**config.mk**
```make
export PLATFORM = sky130hd
export DESIGN_NAME = ssps_top
export DESIGN_NICKNAME = d
export VERILOG_FILES = /design/src/logic/ssps_pkg.sv /design/src/logic/ssps_top.sv
export SDC_FILE = /design/constraint.sdc
export NUM_CORES = 1
export LEC_CHECK = 0
export BUFFER_PORTS_ARGS = -buffer_cell sky130_fd_sc_hd__clkbuf_2
export CAP_MARGIN = 5
export CORE_ASPECT_RATIO = 2
export CORE_MARGIN = 4
export CORE_UTILIZATION = 40
export DETAILED_ROUTE_END_ITERATION = 8
export PLACE_DENSITY_LB_ADDON = 0.15
export SYNTH_ARGS = -nofsm -noshare
export SYNTH_HDL_FRONTEND = slang
export SYNTH_SLANG_ARGS = --single-unit
export TNS_END_PERCENT = 20
```
**constraint.sdc**
```tcl
create_clock -name CLK_I -period 2.4 [get_ports CLK_I]
set_input_delay 0.36 -clock CLK_I [delete_from_list [all_inputs] [get_ports CLK_I]]
set_output_delay 0.36 -clock CLK_I [all_outputs]
set_load 0.02 [all_outputs]
```
**src/logic/ssps_pkg.sv**
```systemverilog
// constants and types shared by the sleep-state power sequencer
package ssps_pkg;
	localparam int unsigned CLK_HZ        = 100_000_000;
	localparam int unsigned RTC_HZ        = 32_768;
	localparam int unsigned OVR_SECONDS   = 4;
	// rtc tick divider: system clocks per rtc period, rounded down
	localparam int unsigned RTC_DIV       = CLK_HZ / RTC_HZ;
	localparam int unsigned OVR_RTC_TICKS = OVR_SECONDS * RTC_HZ;
	localparam int unsigned DEB_TICKS     = 4;
	localparam int unsigned WARN_LEAD     = 2;
	localparam logic [1:0]  RST_SYNC_ONE  = 2'h3;

	typedef enum logic [2:0] {
		SSPS_S0      = 3'h0,
		SSPS_WARN    = 3'h1,
		SSPS_S3      = 3'h2,
		SSPS_S45     = 3'h3,
		SSPS_WAKE    = 3'h4
	} ssps_state_e;

	typedef enum logic [1:0] {
		SSPS_TGT_S1 = 2'h0,
		SSPS_TGT_S3 = 2'h1,
		SSPS_TGT_S4 = 2'h2,
		SSPS_TGT_S5 = 2'h3
	} ssps_target_e;
endpackage : ssps_pkg

```
**src/logic/ssps_top.sv**
```systemverilog
// sleep-state power sequencer: sleep planes, suspend warning and power button
//
// Overview of operation
// - A low thermal alarm puts the block in clock throttling mode.
// - A thermal alarm also raises the management or control interrupt as configured, unless a same-cycle button press in S0 sets the route.
// - The ram-sleep plane control asserts on entry to S3, S4 or S5.
// - The soft-off plane control asserts only while in S4 or S5.
// - The bus reset asserts whenever core power good is low.
// - A button press while awake raises an interrupt asking for sleep.
// - A button press while asleep is a wake event.
// - Holding the button over four seconds outside S4 or S5 forces S5 with only the button as wake source.
// - Ring indicate is an enableable wake source whose enable lives in the resume well.
// - The resume-well reset clears all resume-plane logic.
// - The suspend warning asserts shortly before a requested low-power state; an override from S0 asserts it with the planes.
// - The suspend refresh clock is output from the rtc divider.
`timescale 1ns/10ps
module ssps_top import ssps_pkg::*; #(
	parameter int unsigned OVR_TICKS = OVR_RTC_TICKS,
	parameter int unsigned DIV       = RTC_DIV
) (
	input  wire logic       CLK_I,
	input  wire logic       RESETN_I,
	input  wire logic       CE_I,
	input  wire logic       THERMAL_ALARM_N_I,
	input  wire logic       THERM_TO_SCI_I,
	input  wire logic       POWER_BUTTON_N_I,
	input  wire logic       RING_INDICATE_N_I,
	input  wire logic       RING_WAKE_EN_I,
	input  wire logic       RING_WAKE_EN_LOAD_I,
	input  wire logic       CORE_POWER_GOOD_I,
	input  wire logic       REGULATOR_POWER_GOOD_I,
	input  wire logic       NETWORK_CTRL_RESET_N_I,
	input  wire logic       SLEEP_REQ_I,
	input  wire logic [1:0] SLEEP_TYPE_I,
	input  wire logic       BTN_TO_SCI_I,
	output logic            THROTTLE_O,
	output logic            SYSTEM_MGMT_INTERRUPT_N_O,
	output logic            ACPI_CONTROL_INTERRUPT_O,
	output logic            RAM_SLEEP_PLANE_CTL_N_O,
	output logic            SOFT_OFF_PLANE_CTL_N_O,
	output logic            HOST_BUS_RESET_N_O,
	output logic            SUSPEND_WARNING_N_O,
	output logic            SUSPEND_REFRESH_CLOCK_O,
	output logic            WAKE_EVENT_O,
	output logic            OVERRIDE_O,
	output logic [2:0]      STATE_O
);
	localparam int DW = $clog2(DIV + 1);
	localparam int OW = $clog2(OVR_TICKS + 2);
	localparam int BW = $clog2(DEB_TICKS + 1);
	localparam int WW = $clog2(WARN_LEAD + 1);

	typedef struct packed {
		logic [DW-1:0] div;
		logic          sclk;
		logic [1:0]    btn_sync;
		logic [BW-1:0] deb_cnt;
		logic          btn;
		logic [OW-1:0] hold;
		logic          ovr_done;
		logic          therm_q;
		logic          smi;
		logic          acpi_control_interrupt;
		logic          ri_en;
		logic          btn_only;
		logic [WW-1:0] warn_cnt;
		ssps_target_e  tgt;
		ssps_state_e   st;
		logic          wake;
		logic          s3_n;
		logic          s5_n;
		logic          warn_n;
	} ssps_s;

	ssps_s s_q, s_d;
	logic  tick;
	logic  press_edge;

	function automatic logic deep(input ssps_target_e t);
		return (t == SSPS_TGT_S4) || (t == SSPS_TGT_S5);
	endfunction : deep

	assign tick       = (s_q.div == DW'(DIV - 1));
	always_comb begin
		s_d        = s_q;
		press_edge = 1'b0;
		s_d.wake   = 1'b0;
		s_d.smi    = 1'b0;
		s_d.acpi_control_interrupt    = 1'b0;
		// rtc-rate tick also toggles the refresh clock
		if (tick) begin
			s_d.div  = '0;
			s_d.sclk = ~s_q.sclk;
		end else begin
			s_d.div = s_q.div + DW'(1);
		end
		s_d.btn_sync = {s_q.btn_sync[0], ~POWER_BUTTON_N_I};
		if (tick) begin
			// debounce: level must persist for several rtc ticks
			if (s_q.btn_sync[1] == s_q.btn) begin
				s_d.deb_cnt = '0;
			end else if (s_q.deb_cnt == BW'(DEB_TICKS - 1)) begin
				s_d.deb_cnt = '0;
				s_d.btn     = s_q.btn_sync[1];
				press_edge  = s_q.btn_sync[1];
			end else begin
				s_d.deb_cnt = s_q.deb_cnt + BW'(1);
			end
			if (s_q.btn && !s_q.ovr_done) begin
				s_d.hold = s_q.hold + OW'(1);
				if (s_q.hold == OW'(OVR_TICKS)) begin
					s_d.ovr_done = 1'b1;
				end
			end
		end
		if (!s_q.btn) begin
			s_d.hold     = '0;
			s_d.ovr_done = 1'b0;
		end
		s_d.therm_q = ~THERMAL_ALARM_N_I;
		if (!THERMAL_ALARM_N_I && !s_q.therm_q) begin
			s_d.acpi_control_interrupt = THERM_TO_SCI_I;
			s_d.smi = ~THERM_TO_SCI_I;
		end
		if (RING_WAKE_EN_LOAD_I) begin
			s_d.ri_en = RING_WAKE_EN_I;
		end
		unique case (s_q.st)
			SSPS_S0: begin
				if (press_edge) begin
					s_d.acpi_control_interrupt = BTN_TO_SCI_I;
					s_d.smi = ~BTN_TO_SCI_I;
				end
				if (SLEEP_REQ_I && SLEEP_TYPE_I != SSPS_TGT_S1) begin
					s_d.tgt      = ssps_target_e'(SLEEP_TYPE_I);
					s_d.warn_n   = 1'b0;
					s_d.warn_cnt = '0;
					s_d.st       = SSPS_WARN;
				end
			end
			SSPS_WARN: begin
				s_d.warn_cnt = s_q.warn_cnt + WW'(1);
				if (s_q.warn_cnt == WW'(WARN_LEAD - 1)) begin
					s_d.s3_n = 1'b0;
					s_d.st   = deep(s_q.tgt) ? SSPS_S45 : SSPS_S3;
					s_d.s5_n = ~deep(s_q.tgt);
				end
			end
			SSPS_S3, SSPS_S45: begin
				if (press_edge || (s_q.ri_en && !RING_INDICATE_N_I && !s_q.btn_only)) begin
					s_d.wake = 1'b1;
					s_d.s3_n = 1'b1;
					s_d.s5_n = 1'b1;
					s_d.st   = SSPS_WAKE;
				end
			end
			SSPS_WAKE: begin
				s_d.warn_n   = 1'b1;
				s_d.btn_only = 1'b0;
				s_d.st       = SSPS_S0;
			end
			default: s_d.st = SSPS_S0;
		endcase
		// override wins over any state except SSPS_S45, even light sleep
		if (s_q.ovr_done && !s_q.btn_only && s_q.st != SSPS_S45) begin
			s_d.tgt      = SSPS_TGT_S5;
			s_d.warn_n   = 1'b0;
			s_d.s3_n     = 1'b0;
			s_d.s5_n     = 1'b0;
			s_d.btn_only = 1'b1;
			s_d.st       = SSPS_S45;
		end
	end

	always_ff @(posedge CLK_I) begin
		if (!RESETN_I) begin
			s_q        <= '0;
			s_q.sclk   <= 1'b0;
			s_q.tgt    <= SSPS_TGT_S1;
			s_q.st     <= SSPS_S0;
			s_q.s3_n   <= 1'b1;
			s_q.s5_n   <= 1'b1;
			s_q.warn_n <= 1'b1;
		end else if (CE_I) begin
			s_q <= s_d;
		end
	end

	assign THROTTLE_O                = s_q.therm_q;
	assign SYSTEM_MGMT_INTERRUPT_N_O = ~s_q.smi;
	assign ACPI_CONTROL_INTERRUPT_O  = s_q.acpi_control_interrupt;
	assign RAM_SLEEP_PLANE_CTL_N_O   = s_q.s3_n;
	assign SOFT_OFF_PLANE_CTL_N_O    = s_q.s5_n;
	// reset follows power good directly so it holds even with the clock gated
	assign HOST_BUS_RESET_N_O        = CORE_POWER_GOOD_I & RESETN_I;
	assign SUSPEND_WARNING_N_O       = s_q.warn_n;
	assign SUSPEND_REFRESH_CLOCK_O   = s_q.sclk;
	assign WAKE_EVENT_O              = s_q.wake;
	assign OVERRIDE_O                = s_q.btn_only;
	assign STATE_O                   = s_q.st;
endmodule : ssps_top

```
* Yosys cells after proc, flatten, opt, wreduce, memory -nomap -nowiden
Cells that the tools add are included.
** Storage, ports and cells
- Latch bits :: 0
- RAM bits :: 0
- Bits in registers :: 54
- ROM bits :: 0
- Bits of input ports :: 16
- Memories kept :: 0
** Cells by class
- Multiply operators :: 0
- Bitwise gates (word level) :: 9
- Multiplexer cells :: 29
- Add/sub/neg operators :: 4
- Divide/modulo/power cells :: 0
- Magnitude comparators :: 0
- Shift operators :: 0
- Equal/unequal tests :: 19
- Reduce and logical (&&, ||, !) cells :: 34
** Operators with widths (count)
- $mux 19 :: 3
- $add 18x1->18 const B :: 1
- $eq 18x18->1 const B :: 1
- $reduce_and 4->1 :: 4
- $add 12x1->12 const B :: 1
- $eq 12x12->1 const B :: 1
- $mux 12 :: 1
- $mux 3 :: 4
- $reduce_and 3->1 :: 4
- $mux 2 :: 5
- $reduce_bool 2->1 :: 5
- $eq 3x2->1 const B :: 3
- $mux 1 :: 9
- $ne 3x3->1 const B :: 3
- $pmux 3 s3 :: 1
- $not 1->1 :: 8
- $pmux 2 s2 :: 2
- $logic_and 1x1->1 :: 7
- $mux 7 :: 1
- $mux 6 :: 1
- $ne 2x1->1 const B :: 3
- $reduce_and 2->1 :: 3
- $reduce_bool 3->1 :: 2
- $logic_not 1->1 :: 5
- other kinds (15) :: 17

* Logic depth before layout (Yosys ltp)
Gate-level depths: netlist of the first run.
- Depth in word-level cells :: 8
- Gate-level depth with buffers :: 8
- Mapped depth without buffers :: 7

* Worst setup path after synthesis of the first run
OpenSTA, ideal clock, no wires.
- Path kind :: register to register
- Start :: register s_q[42] in the netlist's numbering
- End :: register s_q[36] in the netlist's numbering
- Library setup time :: 0.070 ns
- Clock period less this slack :: 1.877 ns
- Stages on the path, launching flop included :: 8
- Arrival :: 1.807 ns
- Setup slack :: 0.523 ns
- Data required time :: 2.330 ns
- Cell sequence :: dfxtp_1 inv_1 ha_1 nand4bb_1 or4_1 buf_2 or3_1 a21boi_1
** On the way
- Longest elaborated chain between the ends :: 2
** RTL lines
- start, declared :: line ssps_top.sv:75 : ssps_s s_q, s_d;
- $eq 12x12->1 :: line ssps_top.sv:83 : assign tick = (s_q.div == DW'(DIV - 1));
- $reduce_and 2->1 (no line)
Every way passes these cells.
A chain may end at the register's enable or synchronous reset.

* Worst setup path after layout of the first run
- Start :: register s_q[43] in the netlist's numbering
- End :: register s_q[36] in the netlist's numbering
Same word-level chain as after synthesis.

==> results of run 1 <==
## final cells by class
class	count	area, sq um	area share
clock buffer	5	125	0.0401
clock inverter	3	21.3	0.00681
inverter	12	45.0	0.0144
multi-input combinational	249	1560	0.500
sequential	53	1060	0.340
tap	88	110	0.0353
timing repair buffer	35	198	0.0633
## per-layer routing
metal,up-vias,global-route usage
met1,1091,0.164
met2,32,0.286
met3,13,0.0296
met5,-,0
li1,1213,-
met4,0,0.0707
## worst paths after layout
check | start | end | slack, ns | cells after the start
setup / recovery | s_q[43] | s_q[36] | 0.27 | 5
hold / removal | RING_WAKE_EN_I | s_q[12] | 0.32 | 3
setup reg to reg | s_q[43] | s_q[36] | 0.27 | 5
hold reg to reg | SUSPEND_WARNING_N_O | SUSPEND_WARNING_N_O | 0.46 | 2
## registers in the layout, indices dropped and copies added (netlist names)
signal,flops
SOFT_OFF_PLANE_CTL_N_O,1
WAKE_EVENT_O,1
OVERRIDE_O,1
STATE_O,3
SUSPEND_WARNING_N_O,1
ACPI_CONTROL_INTERRUPT_O,1
s_d,1
RAM_SLEEP_PLANE_CTL_N_O,1
SUSPEND_REFRESH_CLOCK_O,1
s_q,41
THROTTLE_O,1
## worst max-delay path, delay by kind of cell, from the launching register on
| kind | cells | cell delay, ns |
|---|---|---|
| AND/OR/NAND/NOR | 3 | 1.33 |
| flip-flops | 1 | 0.40 |
| AO/OA/AOI/OAI | 1 | 0.15 |
| adder cells (fa/ha/maj) | 1 | 0.17 |
## cell families after synthesis
family / count (synthesis)
buf+inv: 30
simple gates: 156
xor+xnor: 24
flops: 53
fa+ha+maj: 6
compound gates: 60
mux: 3
## power groups by stage
stage	Sequential [uW]	Clock, uW	Combinational, uW
finish	906	721	123
global placement	926	0	124
CTS	906	753	126
global route	908	784	140
detailed placement	926	0	125
floorplan	926	0	82.6
## synthesized netlist by cell type (5+ instances only)
library cell,n,share of area
nand2_1,34,0.046
dfxtp_1,53,0.39
inv_1,12,0.016
xor2_1,21,0.067
nor2_1,44,0.060
o211ai_1,5,0.014
ha_1,6,0.027
a21oi_1,12,0.022
nand2b_1,8,0.018
nor3_1,6,0.011
nor2b_1,10,0.023
nand3_1,15,0.027
nand4_1,13,0.030
o21ai_0,11,0.020
clkbuf_1,13,0.018
## per-stage QoR
stage	area [sq um]	hold WS (ns)
after floorplan	2750	0.443
after detailed placement	2980	0.452
after CTS	3120	0.318
after global placement	2980	0.448
final	3120	0.320
after global routing	3120	0.343
==> flow_summary_export.csv, run 1 <==
group,metric,value,unit
sta,layout_setup_ws,0.266,ns
final_layout,diodes,0,
final_layout,nets,378,
sta,finalMaxSlewViolations,0,
cts,cts.reportedPaths.clkPinSlew,0.07,ns
placement,dp_hpwl,4480,um
power_and_ir_drop,power.switching,417,uW
final_layout,n_fill_cell,712,
route,routed_wl,5980,um
die,rows,42,
power_and_ir_drop,p_leak,0.00125,uW
die,start_util,0.412,
synthesis,synthSimpleGateAreaFrac,0.295,
synthesis,synth-edff-count,0,
sta,fin_tns_setup,0,ns
synthesis,yosysWarnings,0,
setup_path,critPathArrivalTime,2.36,ns
route,num_vias,2349,
synthesis,async_flop_share,0,
setup_path,crit_type,"reg2reg",
synthesis,yosys.area_share.xor_xnor,0.0764,
final_layout,final_layout_size_suffix_gt1_frac,0.148,
cts,ctsRootBufferMaster,"clkbuf_16",
route,drt_iter0_markers,227,
setup_path,end_kind,"register",
synthesis,syn_inst,332,
power_and_ir_drop,power,1750,uW
synthesis,synth-compound-area-share,0.158,
setup_path,crit_slowest_cell,"or4_1",
cts,post_cts_resized,0,
synthesis,syn_nets,354,
flow_run,drv_cap,0,
power_and_ir_drop,p_int,1330,uW
sta,worstMarginPinSlew,0.567,ns
route,wl_met2,3240,um
setup_path,cp-start-kind,"register",
grt,grt_util_all_layers,0.156,
sta,setup_viol,0,
sta,fin_skew,0.00500,ns
sta,max_clock_freq,469,MHz
final_layout,syn2layout_area_growth,13.5,%
hold_path,hold_path.class,"in2reg",
route,wire_per_inst,13.4,um
cts,cts_buffers,5,
sta,timing.final.crit_period,2.13,ns
sta,hold_violations,0,
cts,clock_path_buffers,2,
synthesis,synth_area,2750,sq um
route,drtAntennaViolNets,0,
route,dr.max_layer_used,"met4",
final_layout,layout_commonest_cell,"dfxtp_1",
cts,cts_htree_levels,2,
setup_path,cp_slowest_stage_delay,0.66,ns
grt,grt_pass1_vias,2297,
placement,numPortBuffers,26,
power_and_ir_drop,combPwrFrac,0.070,
synthesis,synth_top_family_by_area,"simple AND/OR/NAND/NOR gates",
sta,post-route-period-util,0.889,
die,dieArea,8350,sq um
route,firstDrtPassIters,6,
synthesis,synthAdderAreaFrac,0.0273,
final_layout,mostFrequentLayoutCells,"dfxtp_1 (53), nor2_1 (44), nand2_1 (34), clkbuf_2 (26), xor2_1 (21)",
cts,cts_tree,"built",
grt,grt_first_pass_wirelength,10400,um
setup_path,required,2.62,ns
power_and_ir_drop,powerDensity,560,nW/um^2
power_and_ir_drop,p_sw_frac,0.238,
grt,grt_max_degree,24,
power_and_ir_drop,vdd_ir_drop_max,0.318,mV
die,ios,29,
final_layout,instances_no_fill,445,
power_and_ir_drop,seqPwrFrac,0.518,
grt,antenna_found_initial,0,
setup_path,worst-path-max-fanout,9,
route,vias_per_cell,5.28,
route,drc_errors,0,
power_and_ir_drop,clkPwrFrac,0.412,
synthesis,yosys.cell_types.count,52,
route,wl_met3,166,um
sta,rsz0062_at_grt,"false",
placement,gp_congestion,0.850,
grt,grt_overflow_total,0,
sta,relSlewSlack,0.621,
setup_path,path_cells,"ha_1, nand4bb_1, or4_1, or3_1, a21boi_1",
placement,dp.cells,437,
final_layout,post-route-util,0.468,
synthesis,avgSynthCellArea,8.29,sq um
synthesis,synthMuxAreaShare,0.0114,
cts,clk_latency,0.29,ns
die,die_w,66.6,um
cts,postCtsHoldBufs,0,
die,core,6670,sq um
cts,clock-sinks,53,
outcome,status,"completed",
placement,pre_cts_slack,0.265,ns
route,drt-met1-wl,2390,um
die,die-height,125,um
synthesis,ys.flop_type,"dfxtp_1",
synthesis,synth_seq_cells,53,
synthesis,synth-seq-area-share,0.386,
cts,post_cts_buffers,0,
No activity file was read; power rests on OpenSTA's default activity.
==> run 2: changes to the inputs <==
--- a/config.mk
+++ b/config.mk
@@ -11,6 +11,7 @@
 export CORE_MARGIN = 4
 export CORE_UTILIZATION = 40
 export DETAILED_ROUTE_END_ITERATION = 8
+export GPL_TIMING_DRIVEN = 0
 export PLACE_DENSITY_LB_ADDON = 0.15
 export SYNTH_ARGS = -nofsm -noshare
 export SYNTH_HDL_FRONTEND = slang
==> run 2 against run 1 <==
Compared with the run above:
- register-to-register slack hardly changed
- wire length up 9.8%
- sequential share of layout area decreased by 0.44 points
- critical endpoint is now s_q[33]
==> flow_summary_export.csv, run 2 (synthesis gave the netlist of run 1 again) <==
group,metric,value,unit
final_layout,syn2layout_area_growth,15.0,%
setup_path,cp_top_family,"compound AO/OA/AOI/OAI gates",
final_layout,mostFrequentLayoutCells,"dfxtp_1 (53), nor2_1 (44), nand2_1 (34), clkbuf_2 (25), xor2_1 (21)",
cts,clk_latency,0.30,ns
final_layout,diodes,0,
cts,cts.reportedPaths.clkPinSlew,0.08,ns
final_layout,top_register,"s_q",
grt,use_met1,0.174,
grt,grt-busiest-layer,"met2",
final_layout,nets,386,
grt,grt_first_pass_wirelength,11100,um
setup_path,critPathBufInv,1,
die,ios,29,
final_layout,final_layout_size_suffix_gt1_frac,0.134,
grt,antenna_found_initial,0,
placement,gp_congestion,0.904,
grt,grt_overflow_total,0,
grt,grt_pass1_vias,2361,
sta,layout_setup_ws,0.253,ns
route,drt_iter0_markers,163,
setup_path,crit_type,"reg2reg",
sta,max_clock_freq,466,MHz
setup_path,required,2.58,ns
die,start_util,0.412,
setup_path,cp_slowest_stage_delay,0.57,ns
route,num_vias,2463,
die,rows,42,
cts,clock_path_buffers,2,
power_and_ir_drop,power,1860,uW
sta,fin_tns_setup,0,ns
hold_path,hold_path.class,"in2reg",
sta,finalMaxSlewViolations,0,
grt,met2_usage,0.317,
die,die-height,125,um
power_and_ir_drop,vdd_ir_drop_max,0.523,mV
power_and_ir_drop,powerDensity,588,nW/um^2
cts,ctsRootBufferMaster,"clkbuf_16",
sta,rsz0062_at_grt,"false",
route,drc_errors,0,
flow_run,drv_cap,0,
route,routed_wl,6560,um
cts,clock-sinks,53,
setup_path,critPathArrivalTime,2.32,ns
route,wire_per_inst,14.5,um
die,dieArea,8350,sq um
route,drtAntennaViolNets,0,
grt,use_met3,0.0323,
sta,post-route-period-util,0.894,
sta,setup_viol,0,
placement,pre_cts_slack,0.0323,ns
setup_path,crit_slowest_cell,"o41ai_4",
cts,cts_buffers,5,
sta,worstMarginPinSlew,0.748,ns
sta,timing.final.crit_period,2.15,ns
grt,grt_util_all_layers,0.168,
route,firstDrtPassIters,5,
setup_path,worst-path-max-fanout,10,
power_and_ir_drop,p_leak,0.00125,uW
grt,grt_max_degree,18,
cts,cts_tree,"built",
final_layout,layout_commonest_cell,"dfxtp_1",
sta,relSlewSlack,0.497,
final_layout,post-route-util,0.474,
setup_path,reg2reg_slack,0.25,ns
cts,cts_htree_levels,2,
setup_path,path_cells,"ha_1, nand4bb_2, o41ai_4, buf_4, nand3_1, xor2_1, nor2_1",
sta,fin_skew,0.0102,ns
die,die_w,66.6,um
setup_path,end_kind,"register",
route,vias_per_cell,5.44,
final_layout,n_fill_cell,705,
setup_path,cp-start-kind,"register",
sta,hold_violations,0,
placement,dp_hpwl,4970,um
placement,numPortBuffers,25,
die,core,6670,sq um
final_layout,largest_register_ff_count,41,
outcome,status,"completed",
run 2: cell count changes in the layout (fill, tap and decap cells not counted), sizes merged:
cell / change
buf: -4
bufinv: +1
clkbuf: +12
inv: -1
run 2: per-stage QoR:
stage / cells / instance area [sq um] / hold slack (ns)
4_1_cts: 453 / 3160 / 0.334
2_1_floorplan: 332 / 2750 / 0.443
3_3_place_gp: 445 / 2990 / 0.450
6_report: 453 / 3160 / 0.341
5_1_grt: 453 / 3160 / 0.354
3_5_place_dp: 445 / 2990 / 0.460
run 2: cell type report:
cell class | instances | area (sq um) | share of cell area
Clock buffer | 5 | 125 | 0.0396
Clock inverter | 3 | 46.3 | 0.0146
Sequential cell | 53 | 1060 | 0.335
Buffer | 18 | 83.8 | 0.0265
Inverter | 12 | 45.0 | 0.0142
Tap cell | 88 | 110 | 0.0348
Timing Repair Buffer | 25 | 125 | 0.0396
Multi-Input combinational cell | 249 | 1570 | 0.495
run 2: routing by layer:
metal | share of wire | wire length, um
met3 | 0.028 | 182
met2 | 0.57 | 3710
met1 | 0.39 | 2530
met5 | 0 | 0
met4 | 0.021 | 139
run 2: tightest hold or removal path: cells and delay by family:
kind            cells  cell delay [ns]
buf+inv             1             0.09
compound gates      1             0.09
simple gates        1             0.05
run 2: worst paths after layout:
kind / startpoint / endpoint / depth (start not counted)
setup / recovery: s_q[43] / s_q[33] / 7
hold reg to reg: SUSPEND_WARNING_N_O / SUSPEND_WARNING_N_O / 2
setup reg to reg: s_q[43] / s_q[33] / 7
hold / removal: POWER_BUTTON_N_I / s_d[40] / 3
run 2: what timing repair did:
item,4_1_cts,5_1_grt
setup buffers,0,0
gates resized for setup,0,1
hold buffers,0,0
endpoints found under the setup margin,0,9
run 2: report_power, final:
| group | internal, uW | switching, uW |
|---|---|---|
| sequential | 892 | 11.0 |
| clock | 494 | 334 |
| combinational | 49.6 | 79.2 |
| total | 1440 | 425 |
